==> config.mk <==
export PLATFORM = sky130hd
export DESIGN_NAME = sac_conv
export DESIGN_NICKNAME = d
export VERILOG_FILES = /design/src/rtl/sac_pkg.sv /design/src/rtl/sac_conv.sv /design/src/rtl/sac_fifo.sv
export SDC_FILE = /design/constraint.sdc
export NUM_CORES = 1
export LEC_CHECK = 0
export ABC_AREA = 1
export CORE_MARGIN = 5
export CORE_UTILIZATION = 60
export CTS_BUF_LIST = sky130_fd_sc_hd__clkbuf_8
export DETAILED_ROUTE_END_ITERATION = 8
export DONT_BUFFER_PORTS = 1
export GPL_TIMING_DRIVEN = 0
export PLACE_DENSITY_LB_ADDON = 0.12
export SYNTH_ARGS = -nofsm -noshare
export SYNTH_HDL_FRONTEND = slang
export SYNTH_SLANG_ARGS = --single-unit
==> constraint.sdc <==
create_clock -name clk -period 6.6 [get_ports clk]
set_clock_uncertainty 0.05 [all_clocks]
set_input_delay 0 -clock clk [delete_from_list [all_inputs] [get_ports clk]]
set_output_delay 0 -clock clk [all_outputs]
set_load 0.02 [all_outputs]
==> src/rtl/sac_pkg.sv <==
////////////////////////////////////////////////////////////////////////
// Constants shared by the conversion interface and its result FIFO
package sac_pkg;

	// Result word
	localparam int unsigned RES_W      = 16;
	localparam int unsigned RES_MSB    = 15;
	localparam int unsigned RES_LSB    = 0;
	localparam logic [15:0] RES_RESET  = 16'h0000;
	localparam logic [15:0] TRIAL_MSB  = 16'h8000;

	// Timing, printed figures in ns
	localparam int unsigned CLK_NS     = 25;
	localparam int unsigned CONV_NS    = 8000;
	localparam int unsigned CYCLE_NS   = 10000;

	// Longest times round down to whole clocks
	localparam int unsigned CONV_CYC   = CONV_NS / CLK_NS;
	localparam int unsigned CYCLE_CYC  = CYCLE_NS / CLK_NS;
	localparam int unsigned BIT_CYC    = CONV_CYC / RES_W;
	// Sync, done, FIFO and load stages eaten out of the sample period
	localparam int unsigned PIPE_CYC   = 6;
	localparam int unsigned ACQ_CYC    = CYCLE_CYC - CONV_CYC - PIPE_CYC;

	localparam int unsigned CNT_W      = 9;
	localparam int unsigned BIT_W      = 4;
	localparam logic [3:0]  BIT_TOP    = 4'hf;
	localparam logic [3:0]  BIT_ZERO   = 4'h0;

	// Result FIFO
	localparam int unsigned FIFO_DEPTH = 8;

	// Default hold of the guard flag after the latchup input clears
	localparam int unsigned GUARD_HOLD = 40;

	typedef enum logic [2:0] {
		S_IDLE,
		S_CONV,
		S_DONE,
		S_WAIT,
		S_ACQ
	} sac_state_e;

endpackage

==> src/rtl/sac_conv.sv <==
// Contract
// - With select low and busy high, read/convert falling starts a conversion.
// - With read/convert low, select falling starts a conversion.
// - Select and read/convert are ORed; whichever falls last triggers.
// - Busy low from start until result outputs hold the new word.
// - Status high while latchup guard active; data then invalid.
// - A latchup event becomes an internal reset of the converter.
// - Result is 16 bits parallel, MSB on top line, LSB bottom.
// - Acquire plus convert fits a 100 kHz sample rate.
// - Data lines have three-state drivers for a shared bus.
`timescale 1ns/1ps
`default_nettype none
module sac_conv #(
	parameter int unsigned HOLD_CYC = sac_pkg::GUARD_HOLD
) (
	input  wire logic                      clk,
	input  wire logic                      rst,
	input  wire logic                      cs_n,
	input  wire logic                      rc,
	input  wire logic                      latchup_hit,
	input  wire logic                      cmp_hi,
	output logic      [sac_pkg::RES_W-1:0] dac_code,
	output logic                           sample_hold,
	output logic                           busy_n,
	output logic                           latchup_guard,
	output logic      [sac_pkg::RES_W-1:0] result,
	output logic                           result_oe
);
	import sac_pkg::*;

	typedef struct packed {
		logic              cs_s1;
		logic              cs_s2;
		logic              rc_s1;
		logic              rc_s2;
		logic              lu_s1;
		logic              lu_s2;
		logic              trig_prev;
		sac_state_e        st;
		logic [CNT_W-1:0]  cnt;
		logic [BIT_W-1:0]  bitn;
		logic [RES_W-1:0]  trial;
		logic [RES_W-1:0]  res;
		logic              busy_n;
		logic              oe;
		logic              guard;
		logic [CNT_W-1:0]  hold;
	} sac_conv_s;

	sac_conv_s r;
	sac_conv_s next_r;

	logic             f_ready;
	logic             f_valid;
	logic [RES_W-1:0] f_data;
	logic             f_pop;
	logic             trig_low;
	logic             trig_fall;

	////////////////////////////////////////////////////////////////////
	// OR'd trigger
	assign trig_low  = r.cs_s2 | r.rc_s2;
	assign trig_fall = r.trig_prev && !trig_low;
	// Head is held while the host reads, so the bus never changes mid-read
	assign f_pop     = f_valid && !r.oe;

	sac_fifo #(
		.WIDTH (RES_W),
		.DEPTH (FIFO_DEPTH)
	) u_fifo (
		.clk       (clk),
		.rst       (rst),
		.clear     (r.lu_s2),
		.in_valid  (r.st == S_DONE),
		.in_ready  (f_ready),
		.in_data   (r.trial),
		.out_valid (f_valid),
		.out_ready (f_pop),
		.out_data  (f_data)
	);

	////////////////////////////////////////////////////////////////////
	always_comb begin
		next_r = r;
		next_r.cs_s1 = cs_n;
		next_r.cs_s2 = r.cs_s1;
		next_r.rc_s1 = rc;
		next_r.rc_s2 = r.rc_s1;
		next_r.lu_s1 = latchup_hit;
		next_r.lu_s2 = r.lu_s1;
		next_r.trig_prev = trig_low;

		case (r.st)
			S_IDLE: begin
				if (trig_fall && !r.guard)
					next_r.st = S_CONV;
			end
			S_CONV: begin
				if (r.cnt != '0) begin
					next_r.cnt = r.cnt - 1'b1;
				end else begin
					next_r.trial[r.bitn] = cmp_hi;
					if (r.bitn == BIT_ZERO) begin
						next_r.st = S_DONE;
					end else begin
						next_r.trial[r.bitn - 1'b1] = 1'b1;
						next_r.bitn = r.bitn - 1'b1;
						next_r.cnt = CNT_W'(BIT_CYC - 1);
					end
				end
			end
			S_DONE: begin
				// Full FIFO stalls the converter here
				if (f_ready)
					next_r.st = S_WAIT;
			end
			S_WAIT: begin
				// busy rises with the new word
				if (f_pop) begin
					next_r.busy_n = 1'b1;
					next_r.st = S_ACQ;
					next_r.cnt = CNT_W'(ACQ_CYC - 1);
				end
			end
			S_ACQ: begin
				// busy is high, so a trigger cuts tracking short
				// tracking time closes the sample period
				if (trig_fall && !r.guard)
					next_r.st = S_CONV;
				else if (r.cnt != '0)
					next_r.cnt = r.cnt - 1'b1;
				else
					next_r.st = S_IDLE;
			end
			default: begin
				next_r.st = S_IDLE;
			end
		endcase

		// busy falls as the conversion starts, MSB trial first
		if (next_r.st == S_CONV && r.st != S_CONV) begin
			next_r.busy_n = 1'b0;
			next_r.cnt = CNT_W'(BIT_CYC - 1);
			next_r.bitn = BIT_TOP;
			next_r.trial = TRIAL_MSB;
		end

		if (f_pop)
			next_r.res = f_data;

		// drive only for a read with select low
		next_r.oe = !r.cs_s2 && r.rc_s2 && r.busy_n && !r.guard;

		if (r.hold != '0)
			next_r.hold = r.hold - 1'b1;

		if (r.lu_s2) begin
			next_r.st = S_IDLE;
			next_r.busy_n = 1'b1;
			next_r.cnt = '0;
			next_r.bitn = BIT_ZERO;
			next_r.trial = RES_RESET;
			next_r.res = RES_RESET;
			next_r.oe = 1'b0;
			next_r.hold = CNT_W'(HOLD_CYC);
		end
		next_r.guard = r.lu_s2 || (next_r.hold != '0);
	end

	always_ff @(posedge clk or posedge rst) begin
		if (rst) begin
			r <= '0;
			r.st <= S_IDLE;
			r.busy_n <= 1'b1;
			r.cs_s1 <= 1'b1;
			r.cs_s2 <= 1'b1;
			r.trig_prev <= 1'b1;
		end else begin
			r <= next_r;
		end
	end

	assign dac_code      = r.trial;
	assign sample_hold   = (r.st == S_CONV);
	assign busy_n        = r.busy_n;
	assign latchup_guard = r.guard;
	assign result        = r.res;
	assign result_oe     = r.oe;
endmodule
`default_nettype wire

==> src/rtl/sac_fifo.sv <==
`timescale 1ns/1ps
`default_nettype none
////////////////////////////////////////////////////////////////////////
// Small FIFO, registered head word, synchronous clear
module sac_fifo #(
	parameter int unsigned WIDTH = 16,
	parameter int unsigned DEPTH = 8
) (
	input  wire logic             clk,
	input  wire logic             rst,
	input  wire logic             clear,
	input  wire logic             in_valid,
	output logic                  in_ready,
	input  wire logic [WIDTH-1:0] in_data,
	output logic                  out_valid,
	input  wire logic             out_ready,
	output logic      [WIDTH-1:0] out_data
);
	import sac_pkg::*;

	localparam int unsigned PW = (DEPTH > 1) ? $clog2(DEPTH) : 1;

	typedef struct packed {
		logic [DEPTH-1:0][WIDTH-1:0] mem;
		logic [PW-1:0]               wp;
		logic [PW-1:0]               rp;
		logic [PW:0]                 cnt;
		logic                        ov;
		logic [WIDTH-1:0]            od;
	} sac_fifo_s;

	sac_fifo_s r;
	sac_fifo_s next_r;

	////////////////////////////////////////////////////////////////////
	// Depth must be a power of two for pointer wrap
	always_comb begin
		logic push;
		logic pop;
		push = 1'b0;
		pop  = 1'b0;
		next_r = r;
		in_ready = (r.cnt < (PW+1)'(DEPTH));
		push = in_valid && in_ready;
		pop  = (r.cnt != '0) && (!r.ov || out_ready);
		if (push) begin
			next_r.mem[r.wp] = in_data;
			next_r.wp = r.wp + 1'b1;
		end
		if (pop) begin
			next_r.od = r.mem[r.rp];
			next_r.ov = 1'b1;
			next_r.rp = r.rp + 1'b1;
		end else if (out_ready) begin
			next_r.ov = 1'b0;
		end
		next_r.cnt = r.cnt + (PW+1)'(push) - (PW+1)'(pop);
		if (clear) begin
			next_r = '0;
			next_r.mem = r.mem;
		end
	end

	always_ff @(posedge clk or posedge rst) begin
		if (rst)
			r <= '0;
		else
			r <= next_r;
	end

	assign out_valid = r.ov;
	assign out_data  = r.od;

endmodule
`default_nettype wire

==> metrics.txt, run 1 <==
status=completed; post-route ant nets=0; starting density of the core=0.6098; top sig layer=met4; HPWL Detailed=18480 µm; Skew-Pair Late Insertion Delay=between 0.5 and 0.6 ns; CTS tree=yes; Max Root-Sink Buffers=3; ratio of final minimum period to clock period=0.3608; Yosys Warn Count=0; drt drc=0; Hold Fails Final Rpt=0; GRT Overall Usage=0.2671; Row Count=48; CTS H-tree lvls=2; setup_tns=0 ns; Syn Area/Cell=8.622 µm²; clock sink count=222; antenna violations before repair=0; CP Capture Type=register; Port Buffers=0; layout cells sized above 1=0.1093; CP required=6.98 ns; routability cong.=1.004; GR Overflow Total=0; Post-Synthesis Cell Area=10510 µm²; VDD IR max=0.2720 mV; drt wl/cell=17.19 µm; top cell type's share of synthesized area=0.5190; post-layout min period=2.381 ns; fin area=approximately 12000 µm²; vias=8538; min-delay worst type=in2async; Avg Vias per Cell=5.602; fraction of registers with async set/reset=1.000; post-synthesis cell count=about 1200; EDFF count, synth=0; Crit Path Class=reg2reg; max-slew violation count=0; Reg clk slew, reported paths=roughly 0.06 ns; Post-DP Area=10830 µm²; die width=142.4 µm; Setup WS pre-CTS=4.242 ns; leading area contributor after synthesis=dfrtp_1; initial DRC count=667; synth top area cells=dfrtp_1, o21ai_0, nand2_1, inv_1, nor2_1; worst slew pin tran=0.7611 ns; fin util=0.6785; Distinct cells, synth=46; Setup-failing EPs final=0; pin count of the biggest net entering global routing=129; register area share after synthesis=0.5290; Pleak=5.439 nW; post-CTS setup buffer count=0; total length of routed wires=26190 µm; met3 WL=1566 µm; Critical Path AT=2.76 ns; unrepaired setup endpoints after global routing=false; Pre-antenna DRT Iters=5; Startpoint Class=register; number of synthesized register bits=222; die height=142.4 µm; cts bufs inserted=40; # diodes=0; Max Fclk=0.4200 GHz; WL met2=11810 µm; Metal-1 WL=11940 µm; Synth Flop Type=dfrtp_1; nets in the synthesized netlist=roughly 1200; vias in the first global route=8520; Die Area=20260 µm²; Area growth syn-to-layout=11.27%; first-pass GRT wire length=43480 µm; Rel. slew slack=0.4907; Core Box Area=17240 µm²; nets@finish=1287; IO Pins=42; Cell Pwr Density=322.9 nW/µm²; maximum fanout along the worst path=10; clk root buf=clkbuf_8; final setup margin=4.219 ns; MaxCap Viol Count=0
-- cell type report --
type,count,area (µm²)
multi-input cells,775,3968
clock buffers,49,674.4
inverters,130,495.5
fillers,1467,5542
plain buffers,92,494.2
well taps,225,281.5
clock inverters,22,113.9
flip-flops and latches,222,5560
repair buffers,9,107.6
-- cells in the mapped netlist, types with 2 or more instances --
master    instances
buf_4            34
ha_1             10
a21oi_1          42
buf_1             4
xor2_1            6
dfrtp_1         218
a31oi_1           6
o21ai_0         251
o211ai_1         17
dfstp_2           4
buf_2            11
or2_2             2
nand3_2           3
nand2_1         234
o31ai_1           2
inv_2             8
o221ai_1         16
nand3_1          36
nand2_4           2
inv_1           122
mux2i_1          16
nor2_4            5
o21a_1            4
nand4_1           9
o22ai_1           4
nor2_1           79
clkbuf_1         42
nor2_2            4
nand2_2           4
nor3_1            8
-- cells in the final DEF, fill, tap and decap left out, types with 5 or more instances in the layout --
cell type,n
nor2_4,5
buf_4,34
clkbuf_8,49
o211ai_1,17
xor2_1,6
clkbuf_1,42
ha_1,10
nand3_1,36
dlygate4sd3_1,8
a21oi_1,42
nand2_1,234
a31oi_1,6
inv_1,138
nand4_1,9
nor3_1,8
buf_2,11
nor2_1,79
dfrtp_1,218
mux2i_1,16
o21ai_0,251
inv_2,8
o221ai_1,16
-- kinds of logic after synthesis --
| kind of cell | synth area share |
|---|---|
| AO/OA/AOI/OAI | 0.1795 |
| XOR/XNOR | 0.005833 |
| adder cells (fa/ha/maj) | 0.01381 |
| buffers and inverters | 0.09345 |
| flip-flops | 0.5290 |
| multiplexers | 0.01524 |
| AND/OR/NAND/NOR | 0.1631 |
-- power by group --
group / switching [mW] / internal (mW)
clock: 0.540 / 0.706
sequential: 0.0512 / 1.46
combinational: 0.691 / 0.324
total: 1.28 / 2.49
-- state kept, by name, summed over array words and instances, names as in the netlist --
signal / count
u_fifo.r: 138
r: 29
dac_code: 16
result: 16
u_fifo.out_data: 16
next_r: 3
busy_n: 1
latchup_guard: 1
result_oe: 1
u_fifo.out_valid: 1
-- critical path: stages (launching register included) --
cell and delay [ns]:
dfrtp_1 0.31, inv_1 0.06, ha_1 0.19, nand3_1 0.07, and2_1 0.15, inv_1 0.10, nor2_1 0.59, buf_2 0.39
o211ai_1 0.24, o21ai_0 0.14
-- metal layers --
metal,GRT usage,up-vias
li1,-,4114
met1,0.3853,4073
met2,0.4104,290
met3,0.04671,61
met4,0.1001,0
met5,0,-
-- stage by stage --
| stage | std cells | hold WS, ns | power [mW] |
|---|---|---|---|
| floorplan | 1219 | -0.04552 | 2.262 |
| global placement | 1444 | -0.04546 | 2.507 |
| detailed placement | 1445 | -0.04656 | 2.529 |
| CTS | 1524 | 0.06810 | 3.790 |
| global route | 1524 | 0.1200 | 4.005 |
| finish | 1524 | 0.05495 | 3.777 |
-- worst paths after layout --
check                                  startpoint                             end  slack, ns  depth (start not counted)
max in group asynchronous                     rst        u_fifo.r[57]$_DFFE_PP0P_       5.36                          3
max reg2reg                u_fifo.r[19]$_DFF_PP0_  u_fifo.out_data[6]$_DFFE_PP0P_       4.22                          9
min in group clk             next_r[61]$_DFF_PP0_                 r[61]$_DFF_PP0_       0.30                          0
min                                           rst          result[14]$_DFFE_PP0P_       0.05                          2
min reg2reg                  next_r[61]$_DFF_PP0_                 r[61]$_DFF_PP0_       0.30                          0
max                        u_fifo.r[19]$_DFF_PP0_  u_fifo.out_data[6]$_DFFE_PP0P_       4.22                          9
-- what timing repair did --
action,CTS,global route
resized for setup,0,0
hold endpoints to repair,107,0
hold buffers,8,0
(Power assumes the default switching activity.)
==> inputs of run 2 (changes only) <==
==> constraint.sdc (replaced) <==
create_clock -name clk -period 1.9 [get_ports clk]
set_clock_uncertainty 0.05 [all_clocks]
set_input_delay 0 -clock clk [delete_from_list [all_inputs] [get_ports clk]]
set_output_delay 0 -clock clk [all_outputs]
set_load 0.02 [all_outputs]
==> run 2 against run 1 <==
  * The run now ends with negative setup slack left
  * Flip-flop and latch count is the same
  * Cell area up 17%
  * Global-route usage up 2.1 points
  * Sequential share of layout area decreased by 6.8 points
  * Critical path depth unchanged
  * Register-to-register slack lost 4.5 ns
  * Die area is the same
  * Power grew to 3.7 times the previous value
  * Clock power increased to 3.5 times the previous value
  * Critical endpoint is now u_fifo.r[139]$_DFFE_PP0P_
==> metrics.txt, run 2 (synthesis gave the netlist of run 1 again) <==
status=complete, but fails checks; failing checks=negative setup slack; post-route ant nets=0 (unchanged); Pwr Total=14.11 mW (+270%); CP required=2.25 ns (-4.73 ns); Max Fclk=0.4661 GHz (+11%); vias=9473 (+11%); Filler cells=1014 (-31%); CP peak stage delay=0.46 ns (-0.13 ns); CTS tree=yes; Top Registers=u_fifo.r x138, r x29; Net Sw Power=5.019 mW (+290%); pin count of the biggest net entering global routing=42 (-67%); highest-count cells in the layout ignoring fill and taps=dfrtp_1, nand2_1, o21ai_0, inv_1, o21ai_1; Critical Path AT=2.49 ns (-0.27 ns); HPWL Detailed=18730 µm (+1.3%); vias in the first global route=9081 (+6.6%); Reg clk slew, reported paths=0.06 ns (about the same); Finished Layout Cells=1596 (+4.7%); # diodes=0 (unchanged); Max Root-Sink Buffers=3 (unchanged); Setup-failing EPs final=164 (+164); GR Overflow Total=0 (unchanged); Row Count=48 (unchanged); post-layout min period=2.145 ns (-0.2359 ns); Cells after DPL=1450 (+0.35%); die width=142.4 µm (unchanged); CTS H-tree lvls=2 (unchanged); MaxCap Viol Count=0 (unchanged); VDD IR max=0.8602 mV (+220%); area of the multi-input gates=4820 µm² (+21%); clock power share=0.307 (-0.023); reg-to-reg setup timing slack=-0.25 ns (-4.46 ns); commonest non-fill, non-tap cell in the layout=dfrtp_1; layout cells sized above 1=0.3253 (+0.2160); Avg Vias per Cell=5.935 (+5.9%); Startpoint Class=register; total length of routed wires=31990 µm (+22%); Int Pwr=9.088 mW (+260%); Reg with most FFs=u_fifo.r; Switching Fraction=0.3558 (+0.01627); ratio of final minimum period to clock period=1.129 (+0.7683); Pre-antenna DRT Iters=5 (unchanged); Pleak=6.296 nW (+16%); IO Pins=42 (unchanged); Skew-Pair Late Insertion Delay=0.54 ns (+0.02 ns); CP bufs+invs=2 (-1); max reg flops=138 (unchanged); clk root buf=clkbuf_8; routability cong.=0.9392 (-6.5%); antenna violations before repair=0 (unchanged); Die Area=20260 µm² (unchanged); RR Startpoint=r[57]$_DFF_PP0_; Reg area=5567 µm² (+0.11%); Core Box Area=17240 µm² (unchanged); Rel. slew slack=0.4660 (-0.02472); Crit Path Class=reg2reg; first-pass GRT wire length=46730 µm (+7.5%); Hold Fails Final Rpt=0 (unchanged); maximum fanout along the worst path=7 (-3); drt drc=0 (unchanged); unrepaired setup endpoints after global routing=true; final setup margin=-0.2453 ns (-4.464 ns); crit-path leading delay family=simple AND/OR/NAND/NOR gates; initial DRC count=897 (+34%); worst slew pin tran=0.7993 ns (+0.03821 ns); clock sink count=222 (unchanged); nets@finish=1362 (+5.8%); Port Buffers=0 (unchanged); GRT Overall Usage=0.2877 (+0.02064); combinational group share of total power=0.318 (+0.049); min-delay worst type=in2async; starting density of the core=0.6098 (unchanged); fraction of power consumed by sequential logic=0.375 (-0.026); worst path cell trace=nor3_4 > nand2_2 > nor2_4 > inv_4 > nor2_4 > nand3_4 > clkbuf_16 > nand2_2 > o21ai_1; CP Capture Type=register; cts bufs inserted=37 (-7.5%); drt wl/cell=20.04 µm (+17%); slowest CP cell=dfrtp_2; die height=142.4 µm (unchanged); Area growth syn-to-layout=30.13%; Cell Pwr Density=1031 nW/µm² (+220%); worst setup path startpoint=r[57]$_DFF_PP0_; max-slew violation count=0 (unchanged)
[run 2: cell types whose count changed in the layout (fill, tap and decap cells not counted), moves of 14 or more]
cell	previous run	this run
o21ai_1	1	95
inv_1	138	110
o21ai_0	251	122
nor2_1	79	61
nand2_4	2	19
nand2_2	4	68
nand2_1	234	150
nor2_4	5	20
buf_4	34	76
clkbuf_1	42	7
inv_2	8	22
o21ai_2	0	35
buf_6	1	35
[run 2: worst paths after layout]
check                                            endpoint  cells past startpoint
worst min register to register            r[63]$_DFF_PP0_                      0
worst max-delay path            u_fifo.r[139]$_DFFE_PP0P_                      9
worst max register to register  u_fifo.r[139]$_DFFE_PP0P_                      9
worst min-delay path                result[1]$_DFFE_PP0P_                      2
min in group clk                          r[63]$_DFF_PP0_                      0
max in group asynchronous        u_fifo.r[50]$_DFFE_PP0P_                      5
[run 2: worst reg2reg max path, stage by stage, from the launching register on]
cell	delay (ns)
dfrtp_2	0.46
nor3_4	0.29
nand2_2	0.13
nor2_4	0.18
inv_4	0.07
nor2_4	0.22
nand3_4	0.24
clkbuf_16	0.26
nand2_2	0.05
o21ai_1	0.05
[run 2: through the flow]
| step | utilization | hold slack (ns) | setup TNS (ns) | worst slack [ns] | area [µm²] |
|---|---|---|---|---|---|
| final | 0.7935 | 0.04300 | -22.85 | -0.2453 | 13680 |
| after global routing | 0.7935 | 0.1118 | -35.04 | -0.3283 | 13680 |
| after CTS | 0.7255 | 0.06228 | -0.6292 | -0.1137 | 12510 |
| after detailed placement | 0.6340 | -0.04535 | -19.41 | -0.3990 | 10930 |
| after global placement | 0.6266 | -0.04546 | -496.31 | -2.220 | 10800 |
| after floorplan | - | -0.04552 | -228.53 | -1.043 | 10520 |
[run 2: area by class of cell]
class                      count  area share
timing repair buffer          86     0.07218
clock buffer                  47     0.04730
inverter                     130     0.03678
buffer                        90     0.05562
clock inverter                18    0.008142
tap                          225     0.02058
sequential                   222      0.4070
multi-input combinational    778      0.3524
[run 2: power by group through the flow]
| stage | Clock [mW] | Combinational, mW | Sequential, mW |
|---|---|---|---|
| 2_1_floorplan | 0 | 2.57 | 5.30 |
| 3_3_place_gp | 0 | 3.39 | 5.34 |
| 3_5_place_dp | 0 | 3.47 | 5.34 |
| 4_1_cts | 4.35 | 4.00 | 5.26 |
| 5_1_grt | 4.63 | 4.88 | 5.32 |
| 6_report | 4.33 | 4.49 | 5.29 |
[run 2: per-layer routing]
layer	global-route usage	vias to the layer above	routed length [µm]
met1	0.4000	4570	12550
met4	0.1116	0	1560
met2	0.4537	510	15410
li1	-	4271	-
met5	0	-	0
met3	0.05410	122	2470
[run 2: repair_timing]
action / CTS / global route
setup endpoints to repair: 178 / 186
pin swaps: 39 / 40
buffers inserted: 30 / 26
hold buffers: 8 / 0
resized for setup: 151 / 386
hold endpoints to repair: 155 / 0
cloned: 8 / 11
==> inputs of run 3 (changes only) <==
--- a/config.mk
+++ b/config.mk
@@ -15,4 +15,5 @@
 export PLACE_DENSITY_LB_ADDON = 0.12
 export SYNTH_ARGS = -nofsm -noshare
 export SYNTH_HDL_FRONTEND = slang
+export SYNTH_HIERARCHICAL = 1
 export SYNTH_SLANG_ARGS = --single-unit
==> run 3 against run 2 <==
  * The run still ends with negative setup slack left
  * Global-route usage fell by 1.1 points
  * Utilization fell by 9.4 points
  * Via count rose by 5.2%
  * Highest routed layer unchanged
==> metrics.txt, run 3 <==
status=complete, but fails checks; failing checks=negative setup slack; leading area contributor after synthesis=dfrtp_1; GRT Overall Usage=0.2772 (-0.01058); antenna violations before repair=0 (unchanged); Critical Path AT=2.42 ns (-0.07 ns); Distinct cells, synth=40 (-13%); Syn Area/Cell=7.715 µm² (-11%); Crit Path Class=reg2reg; crit path to=u_fifo/r[18]$_DFF_PP0_; unrepaired setup endpoints after global routing=true; clk root buf=clkbuf_8; Port Buffers=0 (unchanged); # diodes=0 (unchanged); commonest non-fill, non-tap cell in the layout=nand2_1; Reg2Reg Depth=12 (+3); Core Box Area=18710 µm² (+8.5%); CTS tree=yes; nets in the synthesized netlist=1497 (+21%); Reg with most FFs=u_fifo/r; final setup margin=-0.1351 ns (+0.1102 ns); Post-Synthesis Cell Area=11430 µm² (+8.7%); Die Area=21900 µm² (+8.1%); slowest CP cell=fa_2; register area share after synthesis=0.4866 (-0.04241); pin count of the biggest net entering global routing=68 (+62%); routability cong.=0.9403 (+0.12%); Setup-failing EPs final=3 (-98%); highest-count cells in the layout ignoring fill and taps=nand2_1, dfrtp_1, inv_1, nand3_1, o21ai_0; clock sink count=222 (unchanged); die width=148.0 µm (+4.0%); ratio of final minimum period to clock period=1.071 (-0.05798); Pre-antenna DRT Iters=6 (+1); Cell Pwr Density=1075 nW/µm² (+4.2%); Filler cells=1550 (+53%); Max Root-Sink Buffers=3 (unchanged); worst setup path startpoint=result_oe$_DFF_PP0_; CTS H-tree lvls=2 (unchanged); vias=9968 (+5.2%); CP dominant cell by count=nand2_4; Startpoint Class=register; CP required=2.29 ns (+0.04 ns); Reg clk slew, reported paths=0.06 ns (about the same); CP Capture Type=register; starting density of the core=0.6108 (+0.001080); post-synthesis cell count=1481 (+21%); first-pass GRT wire length=48670 µm (+4.2%); RR Startpoint=result_oe$_DFF_PP0_; layout cells sized above 1=0.1661 (-0.1592); RR Endpoint=u_fifo/r[18]$_DFF_PP0_; nets@finish=1579 (+16%); Skew-Pair Late Insertion Delay=0.53 ns (about the same); Hold Fails Final Rpt=0 (unchanged); top cell type's share of synthesized area=0.4774 (-0.04161); Top Registers=u_fifo/r x138, r x29; CP bufs+invs=4 (+2); total length of routed wires=30380 µm (-5.0%); min-delay worst type=in2reg; HPWL Detailed=21130 µm (+13%); synth cell count leaders=nand2_1, dfrtp_1, inv_1; Avg Vias per Cell=5.486 (-7.6%); fin util=0.6992 (-0.09428); synth top area cells=dfrtp_1, nand2_1, nand3_1, inv_1, o21ai_0; Row Count=50 (+4.2%); Pwr Total=14.05 mW (-0.37%); post-route ant nets=0 (unchanged); cts bufs inserted=38 (+2.7%); IO Pins=42 (unchanged); Setup WS pre-CTS=-0.4984 ns (-0.09944 ns); CP peak stage delay=0.51 ns (+0.05 ns); GR Overflow Total=0 (unchanged); worst slew pin tran=0.8661 ns (+0.06682 ns); worst path cell trace=nor2_4 > buf_8 > inv_4 > nand2_4 > nand2_4 > buf_6 > nand3_2 > nand2_2 > ha_4 > fa_2 > inv_1 > nor2_1; Crit path depth=12 (+3); die height=148.0 µm (+4.0%); initial DRC count=908 (+1.2%); maximum fanout along the worst path=3 (-4); Rel. slew slack=0.4214 (-0.04464); drt drc=0 (unchanged); crit-path leading delay family=adder cells; Area growth syn-to-layout=14.47%; Yosys Warn Count=6 (+6); MaxCap Viol Count=0 (unchanged); cell with the most instances after synthesis=nand2_1; number of synthesized register bits=222 (unchanged); Max Fclk=0.4914 GHz (+5.4%); drt wl/cell=16.72 µm (-17%); fraction of registers with async set/reset=1.000 (unchanged); EDFF count, synth=0 (unchanged); VDD IR max=0.7402 mV (-14%); post-layout min period=2.035 ns (-0.1102 ns); vias in the first global route=9473 (+4.3%); max-slew violation count=0 (unchanged); Synth Flop Type=dfrtp_1; reg-to-reg setup timing slack=-0.14 ns (+0.11 ns); Pleak=6.399 nW (+1.6%); max reg flops=138 (unchanged)
## run 3: metrics by stage
stage / setup TNS, ns / area, µm² / cells / hold WS, ns
after floorplan: -17.36 / 11460 / 1481 / -0.04552
after global placement: -187.08 / 11760 / 1715 / -0.04540
after detailed placement: -9.153 / 11820 / 1718 / -0.04542
after CTS: -0.5288 / 12720 / 1794 / 0.003349
after global routing: -0.9535 / 13080 / 1817 / 0.001057
final: -0.3426 / 13080 / 1817 / 0.02591
## run 3: power by group
group	leakage, nW	internal, mW	total, mW	switching (mW)
registers	3.04	5.05	5.28	0.229
clock network	0.400	2.15	3.98	1.83
logic	2.96	1.76	4.80	3.04
## run 3: worst min-delay path by stage
stage	start	endpoint	slack (ns)	cells past startpoint
floorplan	cs_n	next_r[65]$_DFF_PP1_	-0.05	0
global placement	cs_n	next_r[65]$_DFF_PP1_	-0.05	0
detailed placement	cs_n	next_r[65]$_DFF_PP1_	-0.05	0
CTS	latchup_hit	next_r[61]$_DFF_PP0_	0.003	1
global route	latchup_hit	next_r[61]$_DFF_PP0_	0.001	1
finish	latchup_hit	next_r[61]$_DFF_PP0_	0.03	1
## run 3: layer usage
| metal | share of wire | global-route usage | wire (µm) | vias up |
|---|---|---|---|---|
| li1 | - | - | - | 4814 |
| met2 | 0.47 | 0.4444 | 14390 | 364 |
| met3 | 0.070 | 0.04997 | 2114 | 88 |
| met4 | 0.036 | 0.1095 | 1080 | 0 |
| met1 | 0.42 | 0.3775 | 12800 | 4702 |
| met5 | 0 | 0 | 0 | - |
## run 3: repair_timing
item	4_1_cts	5_1_grt
resized for setup	21	49
cloned	0	4
hold buffers	7	0
buffers inserted	10	19
pin swaps	5	10
endpoints found under the hold margin	191	0
setup endpoints to repair	135	171
## run 3: cells by family (layout without fill, tap and decap cells)
logic type,count (synthesis),in the layout,synth area share
and+or+nand+nor,734,736,0.2798
buffers and inverters,308,408,0.1238
DFF,222,222,0.4866
AOI/OAI and AO/OA,200,200,0.09275
adders and majority gates,10,10,0.01161
xor gates and xnor gates,7,7,0.005366
## run 3: final cells by class
cell class / instances / area [µm²] / area share
clock buffer: 46 / 633.1 / 0.04841
sequential: 222 / 5567 / 0.4256
inverter: 196 / 755.7 / 0.05778
clock inverter: 14 / 56.30 / 0.004305
buffer: 111 / 733.2 / 0.05606
multi-input combinational: 953 / 4681 / 0.3579
timing repair buffer: 41 / 360.3 / 0.02755
tap: 234 / 292.8 / 0.02239
## run 3: worst register-to-register path: stages, from the launching register on
cell and delay (ns):
dfrtp_2 0.48, nor2_4 0.15, buf_8 0.12, inv_4 0.03
nand2_4 0.07, nand2_4 0.06, buf_6 0.12, nand3_2 0.05
nand2_2 0.06, ha_4 0.16, fa_2 0.51, inv_1 0.04
nor2_1 0.08
